`src/common/phy_timing_defines.vh`:
```
`ifndef PHY_TIMING_DEFINES_VH
`define PHY_TIMING_DEFINES_VH

// ----------------------------------------
// register indices (word addresses)
// ----------------------------------------
`define ADDR_PACKET_CTRL 3'h0
`define ADDR_BUS_RESET_RESULT 3'h1
`define ADDR_CONN_TIMEOUT 3'h2
`define ADDR_RESET_RESPONSE 3'h3
`define ADDR_ARB_WATCHDOG 3'h4
`define ADDR_ROOT_FORCE 3'h5
`define ADDR_BIAS_EXCHANGE 3'h6
`define ADDR_BIAS_DEBOUNCE 3'h7

// ----------------------------------------
// field positions
// ----------------------------------------
`define AUTO_APPLY_BIT 0
`define TIMER_EN_BIT 31
`define LONG_FIELD_HI 24
`define LONG_FIELD_LO 11
`define SHORT_FIELD_HI 15
`define SHORT_FIELD_LO 0
`define ROOT_NODE_HI 13
`define ROOT_NODE_LO 8
`define RM_NODE_HI 5
`define RM_NODE_LO 0

// ----------------------------------------
// reset values
// ----------------------------------------
`define RST_AUTO_APPLY 1'h0
`define RST_TIMER_EN 1'h1
`define RST_RM_NODE 6'h3f
`define RST_ROOT_NODE 6'h00
`define RST_CONN_TIMEOUT 14'h0a80
`define RST_RESET_RESPONSE 14'h0280
`define RST_ARB_WATCHDOG 16'h2710
`define RST_ROOT_FORCE 16'h0f8d
`define RST_BIAS_EXCHANGE 14'h002b
`define RST_BIAS_DEBOUNCE 16'h0410

// ----------------------------------------
// timing: 125 us slow tick, 40 ns fast tick, 50 ns clock
// ----------------------------------------
`define CLK_PERIOD_NS 50
`define SLOW_TICK_NS 125000
`define FAST_TICK_NS 40
`define SLOW_TICK_CYCLES (`SLOW_TICK_NS / `CLK_PERIOD_NS)
// last divider count, sized to the 12-bit divider (2500 - 1)
`define SLOW_TICK_LAST 12'h9c3
// a 40 ns tick is shorter than the clock, so it rounds up to one cycle
`define FAST_TICK_CYCLES (((`FAST_TICK_NS + `CLK_PERIOD_NS - 1) / `CLK_PERIOD_NS))

`endif

```
`src/logic/interval_timer.v`:
```
`include "phy_timing_defines.vh"

// one programmable interval timer: counts ticks after a start pulse
module interval_timer (
  // clock and reset
  input wire clock_i,
  input wire rst_i,
  // control
  input wire enable_i,
  input wire tick_i,
  input wire start_i,
  input wire [15:0] limit_i,
  // status
  output reg running_o,
  output reg expired_o
);

  reg [15:0] count_reg;

  always @(posedge clock_i) begin
    if (rst_i) begin
      count_reg <= 16'h0000;
      running_o <= 1'b0;
      expired_o <= 1'b0;
    end else begin
      expired_o <= 1'b0;
      if (start_i) begin
        count_reg <= 16'h0000;
        running_o <= enable_i;
      end else if (running_o && !enable_i) begin
        // disabled timer stops counting and never expires
        running_o <= 1'b0;
      end else if (running_o && tick_i) begin
        if (count_reg + 16'h0001 >= limit_i) begin
          running_o <= 1'b0;
          expired_o <= 1'b1;
        end else begin
          count_reg <= count_reg + 16'h0001;
        end
      end
    end
  end

endmodule

```
`src/logic/phy_timing_option_registers.v`:
```
`include "phy_timing_defines.vh"

// What this block does
// - auto bit applies config packet fields
// - root node number read at 13:8
// - resource manager node at 5:0, reset 3Fh
// - connection timeout is field times 125us
// - connection enable clear stops counting
// - reset response delay field times 125us
// - reset delay enable clear stops counting
// - overlong arbitration state sets timeout bit
// - arbitration limit is field times one 50ns clock (40ns tick rounded up)
// - arbitration enable clear stops counting
// - force-root wait after holdoff bit set
// - force-root enable clear stops counting
// - bias exchange field times 125us
// - bias exchange times three spans
// - bias exchange enable clear stops counting
// - bias debounce before setting bias bit
// - bias debounce enable clear stops counting
module phy_timing_option_registers (
  // clock and reset
  input wire clock_i,
  input wire rst_i,
  // register port
  input wire reg_sel_i,
  input wire reg_write_i,
  input wire [2:0] reg_addr_i,
  input wire [31:0] reg_wdata_i,
  output reg [31:0] reg_rdata_o,
  // phy configuration packet and bus reset results
  input wire config_pkt_valid_i,
  input wire [5:0] config_gap_count_i,
  input wire config_root_holdoff_i,
  input wire tree_resolved_i,
  input wire [5:0] root_node_number_i,
  input wire [5:0] resource_manager_node_i,
  // phy events that start timers, and the cable bias level
  input wire conn_start_i,
  input wire bus_reset_seen_i,
  input wire arb_state_change_i,
  input wire root_holdoff_set_i,
  input wire suspend_start_i,
  input wire peer_bias_seen_i,
  input wire resume_start_i,
  input wire cable_bias_signal_i,
  // phy register fields
  output reg [5:0] gap_count_o,
  output reg root_holdoff_bit_o,
  output reg arb_timeout_o,
  output reg bias_bit_o,
  // timer expiry pulses
  output wire conn_timeout_o,
  output wire reset_response_o,
  output wire tree_id_start_o,
  output wire bias_exchange_done_o,
  output wire bias_debounce_done_o
);

  // ----------------------------------------
  // registers
  // ----------------------------------------
  reg phy_config_auto_apply_reg;
  reg [5:0] root_node_number_reg;
  reg [5:0] resource_manager_node_reg;
  reg conn_timer_enable_reg;
  reg [13:0] conn_timeout_reg;
  reg reset_delay_timer_enable_reg;
  reg [13:0] reset_response_reg;
  reg arb_state_timer_enable_reg;
  reg [15:0] arb_watchdog_reg;
  reg root_force_timer_enable_reg;
  reg [15:0] root_force_reg;
  reg bias_exchange_enable_reg;
  reg [13:0] bias_exchange_reg;
  reg bias_debounce_enable_reg;
  reg [15:0] bias_debounce_reg;
  reg [11:0] slow_div_reg;
  reg slow_tick_reg;

  wire wr_en;
  wire fast_tick;
  wire arb_expired;
  wire debounce_expired;

  assign wr_en = reg_sel_i & reg_write_i;
  assign fast_tick = 1'b1;

  function [31:0] long_word;
    input en;
    input [13:0] val;
    begin
      long_word = {en, 6'h00, val, 11'h000};
    end
  endfunction

  function [31:0] short_word;
    input en;
    input [15:0] val;
    begin
      short_word = {en, 15'h0000, val};
    end
  endfunction

  // ----------------------------------------
  // 125 us tick divider
  // ----------------------------------------
  always @(posedge clock_i) begin
    if (rst_i) begin
      slow_div_reg <= 12'h000;
      slow_tick_reg <= 1'b0;
    end else if (slow_div_reg == `SLOW_TICK_LAST) begin
      slow_div_reg <= 12'h000;
      slow_tick_reg <= 1'b1;
    end else begin
      slow_div_reg <= slow_div_reg + 12'h001;
      slow_tick_reg <= 1'b0;
    end
  end

  // ----------------------------------------
  // software writes
  // ----------------------------------------
  always @(posedge clock_i) begin
    if (rst_i) begin
      phy_config_auto_apply_reg <= `RST_AUTO_APPLY;
      conn_timer_enable_reg <= `RST_TIMER_EN;
      conn_timeout_reg <= `RST_CONN_TIMEOUT;
      reset_delay_timer_enable_reg <= `RST_TIMER_EN;
      reset_response_reg <= `RST_RESET_RESPONSE;
      arb_state_timer_enable_reg <= `RST_TIMER_EN;
      arb_watchdog_reg <= `RST_ARB_WATCHDOG;
      root_force_timer_enable_reg <= `RST_TIMER_EN;
      root_force_reg <= `RST_ROOT_FORCE;
      bias_exchange_enable_reg <= `RST_TIMER_EN;
      bias_exchange_reg <= `RST_BIAS_EXCHANGE;
      bias_debounce_enable_reg <= `RST_TIMER_EN;
      bias_debounce_reg <= `RST_BIAS_DEBOUNCE;
    end else if (wr_en) begin
      case (reg_addr_i)
        `ADDR_PACKET_CTRL: begin
          phy_config_auto_apply_reg <= reg_wdata_i[`AUTO_APPLY_BIT];
        end
        `ADDR_CONN_TIMEOUT: begin
          conn_timer_enable_reg <= reg_wdata_i[`TIMER_EN_BIT];
          conn_timeout_reg <= reg_wdata_i[`LONG_FIELD_HI:`LONG_FIELD_LO];
        end
        `ADDR_RESET_RESPONSE: begin
          reset_delay_timer_enable_reg <= reg_wdata_i[`TIMER_EN_BIT];
          reset_response_reg <= reg_wdata_i[`LONG_FIELD_HI:`LONG_FIELD_LO];
        end
        `ADDR_ARB_WATCHDOG: begin
          arb_state_timer_enable_reg <= reg_wdata_i[`TIMER_EN_BIT];
          arb_watchdog_reg <= reg_wdata_i[`SHORT_FIELD_HI:`SHORT_FIELD_LO];
        end
        `ADDR_ROOT_FORCE: begin
          root_force_timer_enable_reg <= reg_wdata_i[`TIMER_EN_BIT];
          root_force_reg <= reg_wdata_i[`SHORT_FIELD_HI:`SHORT_FIELD_LO];
        end
        `ADDR_BIAS_EXCHANGE: begin
          bias_exchange_enable_reg <= reg_wdata_i[`TIMER_EN_BIT];
          bias_exchange_reg <= reg_wdata_i[`LONG_FIELD_HI:`LONG_FIELD_LO];
        end
        `ADDR_BIAS_DEBOUNCE: begin
          bias_debounce_enable_reg <= reg_wdata_i[`TIMER_EN_BIT];
          bias_debounce_reg <= reg_wdata_i[`SHORT_FIELD_HI:`SHORT_FIELD_LO];
        end
        default: begin
        end
      endcase
    end
  end

  // ----------------------------------------
  // read mux (registered data)
  // ----------------------------------------
  always @(posedge clock_i) begin
    if (rst_i) begin
      reg_rdata_o <= 32'h00000000;
    end else if (reg_sel_i && !reg_write_i) begin
      case (reg_addr_i)
        `ADDR_PACKET_CTRL: reg_rdata_o <= {31'h00000000, phy_config_auto_apply_reg};
        `ADDR_BUS_RESET_RESULT: begin
          reg_rdata_o <= {18'h00000, root_node_number_reg, 2'h0, resource_manager_node_reg};
        end
        `ADDR_CONN_TIMEOUT: reg_rdata_o <= long_word(conn_timer_enable_reg, conn_timeout_reg);
        `ADDR_RESET_RESPONSE: begin
          reg_rdata_o <= long_word(reset_delay_timer_enable_reg, reset_response_reg);
        end
        `ADDR_ARB_WATCHDOG: begin
          reg_rdata_o <= short_word(arb_state_timer_enable_reg, arb_watchdog_reg);
        end
        `ADDR_ROOT_FORCE: reg_rdata_o <= short_word(root_force_timer_enable_reg, root_force_reg);
        `ADDR_BIAS_EXCHANGE: begin
          reg_rdata_o <= long_word(bias_exchange_enable_reg, bias_exchange_reg);
        end
        `ADDR_BIAS_DEBOUNCE: begin
          reg_rdata_o <= short_word(bias_debounce_enable_reg, bias_debounce_reg);
        end
        default: reg_rdata_o <= 32'h00000000;
      endcase
    end
  end

  // ----------------------------------------
  // bus reset results and phy register fields
  // ----------------------------------------
  always @(posedge clock_i) begin
    if (rst_i) begin
      // root number is undefined after reset; zero keeps it deterministic
      root_node_number_reg <= `RST_ROOT_NODE;
      resource_manager_node_reg <= `RST_RM_NODE;
      gap_count_o <= 6'h3f;
      root_holdoff_bit_o <= 1'b0;
    end else begin
      if (tree_resolved_i) begin
        root_node_number_reg <= root_node_number_i;
        resource_manager_node_reg <= resource_manager_node_i;
      end
      // apply config packet only when enabled
      if (config_pkt_valid_i && phy_config_auto_apply_reg) begin
        gap_count_o <= config_gap_count_i;
        root_holdoff_bit_o <= config_root_holdoff_i;
      end
    end
  end

  // ----------------------------------------
  // timers
  // ----------------------------------------
  // connection timer gated by enable
  interval_timer conn_timer (
    .clock_i(clock_i),
    .rst_i(rst_i),
    .enable_i(conn_timer_enable_reg),
    .tick_i(slow_tick_reg),
    .start_i(conn_start_i),
    .limit_i({2'h0, conn_timeout_reg}),
    .running_o(),
    .expired_o(conn_timeout_o)
  );

  interval_timer reset_timer (
    .clock_i(clock_i),
    .rst_i(rst_i),
    .enable_i(reset_delay_timer_enable_reg),
    .tick_i(slow_tick_reg),
    .start_i(bus_reset_seen_i),
    .limit_i({2'h0, reset_response_reg}),
    .running_o(),
    .expired_o(reset_response_o)
  );

  // arbitration watchdog, restarted on every state change
  interval_timer arb_timer (
    .clock_i(clock_i),
    .rst_i(rst_i),
    .enable_i(arb_state_timer_enable_reg),
    .tick_i(fast_tick),
    .start_i(arb_state_change_i),
    .limit_i(arb_watchdog_reg),
    .running_o(),
    .expired_o(arb_expired)
  );

  interval_timer root_timer (
    .clock_i(clock_i),
    .rst_i(rst_i),
    .enable_i(root_force_timer_enable_reg),
    .tick_i(fast_tick),
    .start_i(root_holdoff_set_i),
    .limit_i(root_force_reg),
    .running_o(),
    .expired_o(tree_id_start_o)
  );

  // any of three spans restarts it
  interval_timer bias_timer (
    .clock_i(clock_i),
    .rst_i(rst_i),
    .enable_i(bias_exchange_enable_reg),
    .tick_i(slow_tick_reg),
    .start_i(suspend_start_i | peer_bias_seen_i | resume_start_i),
    .limit_i({2'h0, bias_exchange_reg}),
    .running_o(),
    .expired_o(bias_exchange_done_o)
  );

  interval_timer debounce_timer (
    .clock_i(clock_i),
    .rst_i(rst_i),
    .enable_i(bias_debounce_enable_reg),
    .tick_i(fast_tick),
    .start_i(peer_bias_seen_i),
    .limit_i(bias_debounce_reg),
    .running_o(),
    .expired_o(debounce_expired)
  );

  assign bias_debounce_done_o = debounce_expired;

  // ----------------------------------------
  // timeout and bias bits
  // ----------------------------------------
  always @(posedge clock_i) begin
    if (rst_i) begin
      arb_timeout_o <= 1'b0;
      bias_bit_o <= 1'b0;
    end else begin
      // set on overlong state, cleared by a later state change
      if (arb_expired) begin
        arb_timeout_o <= 1'b1;
      end else if (arb_state_change_i) begin
        arb_timeout_o <= 1'b0;
      end
      // bias bit follows the filtered peer bias
      if (debounce_expired && cable_bias_signal_i) begin
        bias_bit_o <= 1'b1;
      end else if (!cable_bias_signal_i) begin
        bias_bit_o <= 1'b0;
      end
    end
  end

endmodule

```
`config.mk`:
```
export PLATFORM = sky130hd
export DESIGN_NAME = phy_timing_option_registers
export DESIGN_NICKNAME = d
export VERILOG_FILES = /design/src/logic/interval_timer.v /design/src/logic/phy_timing_option_registers.v
export VERILOG_INCLUDE_DIRS = /design/src /design/src/common
export SDC_FILE = /design/constraint.sdc
export NUM_CORES = 1
export LEC_CHECK = 0
export ABC_AREA = 1
export BUFFER_PORTS_ARGS = -buffer_cell sky130_fd_sc_hd__buf_2
export CORE_ASPECT_RATIO = 1.4
export CORE_MARGIN = 2
export CORE_UTILIZATION = 45
export DETAILED_ROUTE_END_ITERATION = 8
export SLEW_MARGIN = 10
export SYNTH_ARGS = -nofsm -noshare
export SYNTH_HDL_FRONTEND = slang
export SYNTH_SLANG_ARGS = --single-unit
```
`constraint.sdc`:
```
create_clock -name clock_i -period 4.5 [get_ports clock_i]
set_clock_uncertainty 0.1 [all_clocks]
set_input_delay 0.45 -clock clock_i [delete_from_list [all_inputs] [get_ports clock_i]]
set_output_delay 0.45 -clock clock_i [all_outputs]
set_load 0.02 [all_outputs]
```
==> results of run 1 <==
-- cell usage after synthesis, types with 2 or more instances --
cell type,number
nand4_1,22
a21o_1,2
a21oi_1,192
o2111ai_1,9
inv_1,280
nor3_1,23
nand3_1,69
nor2_2,18
nand2_1,424
o22ai_1,23
nand3_2,4
buf_2,4
a22oi_1,3
o21ai_0,129
nor3_2,7
or2_2,2
nor3b_1,2
dfxtp_1,265
nor2_1,223
nand2_2,11
buf_6,4
o31ai_1,4
o21ai_1,16
clkbuf_1,52
clkinv_1,4
ha_1,97
xor2_1,69
buf_4,8
o21bai_1,2
o211ai_1,11
a221oi_1,2
nor2_4,3
inv_2,5
-- worst reg2reg max path, stage by stage, from the launching register on --
cell	delay (ns)
dfxtp_1	0.40
ha_1	0.20
nand2_1	0.06
nor2_1	0.15
nand2_1	0.11
nor2_1	0.17
nand2_1	0.10
nor3_1	0.25
nand3_1	0.13
xor2_1	0.20
ha_1	0.26
nand2_1	0.07
inv_1	0.04
nand3_1	0.08
inv_1	0.06
a21oi_2	0.40
nand3_2	0.55
nand2_1	0.19
nand2_1	0.07
nor2_1	0.12
-- power by group --
group          switching (W)  internal, W
sequential         0.0000330      0.00240
combinational       0.000300     0.000143
clock               0.000980      0.00126
total                0.00131      0.00381
-- worst max-delay path by stage --
stage / to / slack, ns / depth (start not counted)
after floorplan: root_timer.count_reg[15] / 1.32 / 19
after global placement: arb_timer.count_reg[15] / 0.77 / 18
after detailed placement: arb_timer.count_reg[12] / 0.73 / 19
after CTS: arb_timer.count_reg[13] / 0.72 / 19
after global routing: arb_timer.count_reg[13] / 0.20 / 19
final: arb_timer.count_reg[13] / 0.72 / 19
-- routing by layer --
layer / part of all wire [%] / vias to the layer above / GRT usage [%] / wire, µm
met5: 0.019 / - / 0 / 7
met4: 3.1 / 2 / 7.31 / 1140
met3: 4.3 / 69 / 2.57 / 1620
met2: 51 / 237 / 43.5 / 19100
met1: 41 / 5673 / 26.5 / 15500
li1: - / 6590 / - / -
-- per-stage QoR --
step | hold WS (ns) | total power, W | instance area [µm²] | std cells | util [%]
3_3_place_gp | 0.341 | 0.00291 | 14900 | 2436 | 48.2
2_1_floorplan | 0.326 | 0.00277 | 14100 | 2005 | -
6_report | 0.0167 | 0.00512 | 15800 | 2501 | 51.4
4_1_cts | 0.00313 | 0.00518 | 15800 | 2499 | 51.4
5_1_grt | 0.0207 | 0.00534 | 15800 | 2499 | 51.4
3_5_place_dp | 0.348 | 0.00292 | 14900 | 2436 | 48.2
-- final cells by class --
cell class,count,area share [%]
well taps,390,3.08
diodes,2,0.0316
clock buffers,43,5.23
flip-flops and latches,265,33.5
inverters,289,6.85
multi-input cells,1380,46.6
clock inverters,9,0.300
repair buffers,123,4.41
-- logic make-up (layout without fill, tap and decap cells) --
group,Yosys count,count (layout)
AO/OA/AOI/OAI,397,397
XOR/XNOR,69,69
adder cells (fa/ha/maj),97,97
buffers and inverters,360,464
flip-flops,265,265
other,1,8
AND/OR/NAND/NOR,811,811
==> flow_metrics.env, run 1 <==
export IMPL_chipWidth_um=154
export IMPL_fin_nets=2252
export IMPL_p_leak_nw=7.47
export IMPL_ys_seq_elements=265
export IMPL_layout_commonest_cell="nand2_1"
export IMPL_largest_reg_flops=26
export IMPL_clock_fmax_mhz=264
export IMPL_syn_inst=2000
export IMPL_syn2layout_area_growth_pct=12.3
export IMPL_row_count=76
export IMPL_endpoint_kind="register"
export IMPL_cpMaxStageDelayCell="nand3_2"
export IMPL_num_fill_cells=3161
export IMPL_start_util_pct=45.8
export IMPL_cts_buffer_depth=3
export IMPL_ys_warn_count=0
export IMPL_synthXorXnorAreaFrac_pct=4.28
export IMPL_power_density_nw_per_um2=323
export IMPL_synth_area_top_cells="dfxtp_1 38%, nand2_1 11%, ha_1 8.6%"
export IMPL_synth_mux_area_share_pct=0
export IMPL_post_route_period_util_pct=84.0
export IMPL_ff_latch_area_um2=5310
export IMPL_cts_sinks=265
export IMPL_grt_first_pass_wirelength_um=60800
export IMPL_grtUsageTotal_pct=22.8
export IMPL_worstRegToRegCells=19
export IMPL_vias=12571
export IMPL_die_area_um2=32800
export IMPL_grt_start_max_net_pins=57
export IMPL_worstMarginPinSlew_ns=1.07
export IMPL_clk_pin_slew_ns=0.06
export IMPL_finalSetupViolCount=0
export IMPL_crit_start="arb_timer.count_reg[0]"
export IMPL_cts_root_buf="clkbuf_16"
export IMPL_synth_distinct_cells=44
export IMPL_fin_tns_setup_ns=0
export IMPL_rsz0062_at_grt="false"
export IMPL_ys_seq_area_share_pct=37.6
export IMPL_min_period_ns=3.78
export IMPL_cap_violations=0
export IMPL_cts_tree="yes"
export IMPL_drt_pass1_iterations=7
export IMPL_hold_class="in -> reg"
export IMPL_yosysTopAreaCell="dfxtp_1"
export IMPL_cp_num_buf_inv=2
export IMPL_multi_input_area_um2=7390
export IMPL_ff2ff_setup_slack_ns=0.72
export IMPL_numPortBuffers=101
export IMPL_dp_hpwl_um=27800
export IMPL_antenna_found_initial=1
export IMPL_drt_iter0_drc=554
export IMPL_numCtsBuffers=28
export IMPL_async_reset_ff_share_pct=0
export IMPL_avgRoutedWirePerCell_um=14.9
export IMPL_critPathLaunchType="register"
export IMPL_yosys_area_share_adder_pct=8.60
export IMPL_cts_repair_resized=0
export IMPL_hold_violations=0
export IMPL_max_stage_delay_ns=0.54
export IMPL_place_ws_ns=0.729
export IMPL_pin_count=114
export IMPL_synth_flop_cell="dfxtp_1"
export IMPL_irDropWorstVdd_uv=283
export IMPL_drv_slew=0
export IMPL_synth_edf_count=0
export IMPL_fin_ws_ns=0.719
export IMPL_hp_start="root_node_number_i[3]"
export IMPL_clk_latency_ns=0.56
export IMPL_hold_buffers=11
export IMPL_top_register="reg_rdata_o"
export IMPL_overflow=0
export IMPL_htreeDepth=1
export IMPL_synth_compound_area_share_pct=15.1
export IMPL_hold_path_endpoint="root_node_number_reg[3]"
export IMPL_path_class="reg -> reg"
export IMPL_mostFrequentLayoutCells="424 x nand2_1, 279 x inv_1, 265 x dfxtp_1"
export IMPL_postCtsSetupBuffers=0
export IMPL_required_ns=4.88
export IMPL_drcViolationCount=0
export IMPL_outcome="finished clean"
export IMPL_ant_nets=0
export IMPL_reg2reg_to="arb_timer.count_reg[13]"
export IMPL_drive_gt1_share_pct=9.96
export IMPL_synth_top_area_share_pct=37.6
export IMPL_cp_max_fo=26
export IMPL_arrival_ns=4.16
export IMPL_synth_top_family_by_area="simple AND/OR/NAND/NOR gates"
export IMPL_synth_simple_area_share_pct=24.2
export IMPL_crit_chain="ha_1 -> nand2_1 -> nor2_1 -> nand2_1 -> nor2_1 -> nand2_1 -> nor3_1 -> nand3_1 -> xor2_1 -> ha_1 -> nand2_1 -> inv_1 -> nand3_1 -> inv_1 -> a21oi_2 -> nand3_2 -> nand2_1 -> nand2_1 -> nor2_1"
export IMPL_whs_path_depth=3
export IMPL_netlist_area_um2=14100
export IMPL_drt_wl_total_um=37400
export IMPL_first_global_vias=12117
export IMPL_core_area_um2=30800
export IMPL_avgSynthCellArea_um2=7.05
export IMPL_crit_family="simple AND/OR/NAND/NOR gates"
export IMPL_relSlewSlack_pct=28.1
export IMPL_vias_per_cell=5.03
export IMPL_r2r_start="arb_timer.count_reg[0]"
export IMPL_crit_path_frequent_cell="nand2_1"
export IMPL_die_y_um=213
export IMPL_gp_congestion=0.837
Power figures use the tool's default switching activity.
==> run 2: changes to the inputs <==
==> constraint.sdc (replaced) <==
create_clock -name clock_i -period 3.9 [get_ports clock_i]
set_clock_uncertainty 0.1 [all_clocks]
set_input_delay 0.39 -clock clock_i [delete_from_list [all_inputs] [get_ports clock_i]]
set_output_delay 0.39 -clock clock_i [all_outputs]
set_load 0.02 [all_outputs]
==> run 2 against run 1 <==
Effect of this change:
- maximum frequency up 6.3%
- sequential cell count stayed put
- non-clock buffer count up 34
- cell count grew 1.3%
- power up 17%
- sequential power increased by 15%
- global-route usage up 0.32 points
- highest routed layer is now met4
==> flow_metrics.env, run 2 (same netlist as run 1, synthesis figures left out) <==
export IMPL_critPathLaunchType="register"
export IMPL_drv_slew=0
export IMPL_cp_max_fo=16
export IMPL_drt_wl_total_um=38200
export IMPL_vias_per_cell=5.04
export IMPL_outcome="finished clean"
export IMPL_ant_nets=0
export IMPL_htreeDepth=1
export IMPL_worstMarginPinSlew_ns=0.982
export IMPL_avgRoutedWirePerCell_um=15.1
export IMPL_numCtsBuffers=29
export IMPL_clk_latency_ns=0.57
export IMPL_antenna_cells=0
export IMPL_whs_path_depth=3
export IMPL_hold_violations=0
export IMPL_reg2reg_to="debounce_timer.count_reg[5]"
export IMPL_grt_first_pass_wirelength_um=61100
export IMPL_post_route_util_pct=52.6
export IMPL_required_ns=4.29
export IMPL_r2r_start="debounce_timer.count_reg[0]"
export IMPL_power_frac_seq_pct=46.9
export IMPL_power_density_nw_per_um2=370
export IMPL_drive_gt1_share_pct=10.6
export IMPL_gp_congestion=0.851
export IMPL_ff2ff_setup_slack_ns=0.34
export IMPL_pin_count=114
export IMPL_drt_iter0_drc=630
export IMPL_row_count=76
export IMPL_vias=12774
export IMPL_overflow=0
export IMPL_fin_nets=2288
export IMPL_p_int_w=0.00447
export IMPL_start_util_pct=45.8
export IMPL_hold_path_endpoint="bias_timer.running_o"
export IMPL_drcViolationCount=0
export IMPL_drt_pass1_iterations=5
export IMPL_die_area_um2=32800
export IMPL_worstRegToRegCells=18
export IMPL_crit_family="simple AND/OR/NAND/NOR gates"
export IMPL_irDropWorstVdd_uv=319
export IMPL_holdWs_ns=0.0175
export IMPL_cp_num_buf_inv=2
export IMPL_pwr_share_clk_pct=44.0
export IMPL_finalSetupViolCount=0
export IMPL_top_register="reg_rdata_o"
export IMPL_syn2layout_area_growth_pct=14.9
export IMPL_chipWidth_um=154
export IMPL_crit_path_frequent_cell="nand3_1"
export IMPL_combPwrFrac_pct=9.1
export IMPL_cts_buffer_depth=3
export IMPL_endpoint_kind="register"
export IMPL_relSlewSlack_pct=34.1
export IMPL_clock_fmax_mhz=281
export IMPL_dp_hpwl_um=28300
export IMPL_layout_commonest_cell="nand2_1"
export IMPL_path_class="reg -> reg"
export IMPL_min_period_ns=3.56
export IMPL_post_route_period_util_pct=91.2
export IMPL_crit_chain="ha_1 -> nand3_1 -> nor2_1 -> nand3_1 -> nor3_2 -> nand3_1 -> o21ai_0 -> nand2_1 -> ha_1 -> nand2_1 -> inv_1 -> nand3_1 -> nor3_1 -> o21ai_0 -> nand4_1 -> buf_4 -> o21ai_0 -> a21oi_1"
export IMPL_p_sw_share_pct=25.5
export IMPL_largest_reg_flops=26
export IMPL_grt_start_max_net_pins=51
export IMPL_numPortBuffers=101
export IMPL_mostFrequentLayoutCells="424 x nand2_1, 279 x inv_1, 265 x dfxtp_1"
export IMPL_max_stage_delay_ns=0.38
export IMPL_cts_sinks=265
export IMPL_arrival_ns=3.94
export IMPL_cpMaxStageDelayCell="dfxtp_1"
export IMPL_p_leak_nw=7.64
export IMPL_antenna_found_initial=0
export IMPL_p_sw_w=0.00153
export IMPL_core_area_um2=30800
export IMPL_cts_tree="yes"
export IMPL_hold_class="in -> reg"
export IMPL_grtUsageTotal_pct=23.1
export IMPL_cap_violations=0
export IMPL_die_y_um=213
export IMPL_hp_start="resume_start_i"
export IMPL_num_fill_cells=3068
export IMPL_cts_root_buf="clkbuf_16"
export IMPL_first_global_vias=12153
export IMPL_clk_pin_slew_ns=0.06
-- run 2: cell count changes in the layout (fill, tap and decap cells not counted), moves of 2 or more --
| cell | before | now |
|---|---|---|
| diode_2 | 2 | 0 |
| nor3_2 | 7 | 9 |
| dlygate4sd3_1 | 11 | 33 |
| nor3_1 | 23 | 21 |
| buf_4 | 11 | 23 |
-- run 2: through the flow --
stage	power (W)	setup slack, ns	cells	TNS [ns]	cell area (µm²)
CTS	0.00606	0.254	2530	0	16100
finish	0.00600	0.343	2534	0	16200
detailed placement	0.00338	0.287	2445	0	14900
global placement	0.00337	0.360	2445	0	14900
floorplan	0.00320	0.717	2005	0	14100
global route	0.00625	-0.0211	2534	-0.0285	16200
-- run 2: metal layers --
layer	share of wire, %	global-route usage, %	up-vias
li1	-	-	6670
met1	41	26.7	5820
met2	52	43.9	223
met3	3.7	2.65	61
met4	3.2	8.42	0
met5	0	0	-
-- run 2: final cells by class --
cell class	count	area, µm²	area share (%)
Multi-Input combinational cell	1381	7420	45.8
Sequential cell	265	5310	32.7
Inverter	289	1080	6.69
Timing Repair Buffer	157	1010	6.22
Clock buffer	41	811	5.00
Tap cell	390	488	3.01
Clock inverter	11	86.3	0.533
-- run 2: worst max path at each step --
stage	startpoint	to	slack, ns	cells after the start
floorplan	root_timer.count_reg[0]	root_timer.count_reg[15]	0.72	19
global placement	debounce_timer.count_reg[0]	debounce_timer.count_reg[8]	0.36	18
detailed placement	debounce_timer.count_reg[0]	debounce_timer.count_reg[5]	0.29	18
CTS	debounce_timer.count_reg[0]	debounce_timer.count_reg[5]	0.25	18
global route	debounce_timer.count_reg[0]	debounce_timer.count_reg[5]	-0.02	18
finish	debounce_timer.count_reg[0]	debounce_timer.count_reg[5]	0.34	18
-- run 2: timing repair --
item | CTS | global route
endpoints found under the hold margin | 37 | 0
hold buffers | 33 | 0
gates resized for setup | 0 | 4
setup endpoints to repair | 0 | 47
buffers inserted | 0 | 3
-- run 2: worst register-to-register path: cells and delay by family (launching register included) --
kind                       cells  cell delay [ns]
and+or+nand+nor               10             1.56
AOI/OAI and AO/OA              4             0.66
DFF                            1             0.38
buffers and inverters          2             0.29
adders and majority gates      2             0.50
-- run 2: power by group through the flow --
stage                     Clock (W)  Sequential, W  Combinational, W
final                       0.00264        0.00281          0.000549
after detailed placement          0        0.00287          0.000511
after global routing        0.00281        0.00282          0.000624
after global placement            0        0.00287          0.000500
after floorplan                   0        0.00287          0.000331
after CTS                   0.00271        0.00281          0.000539
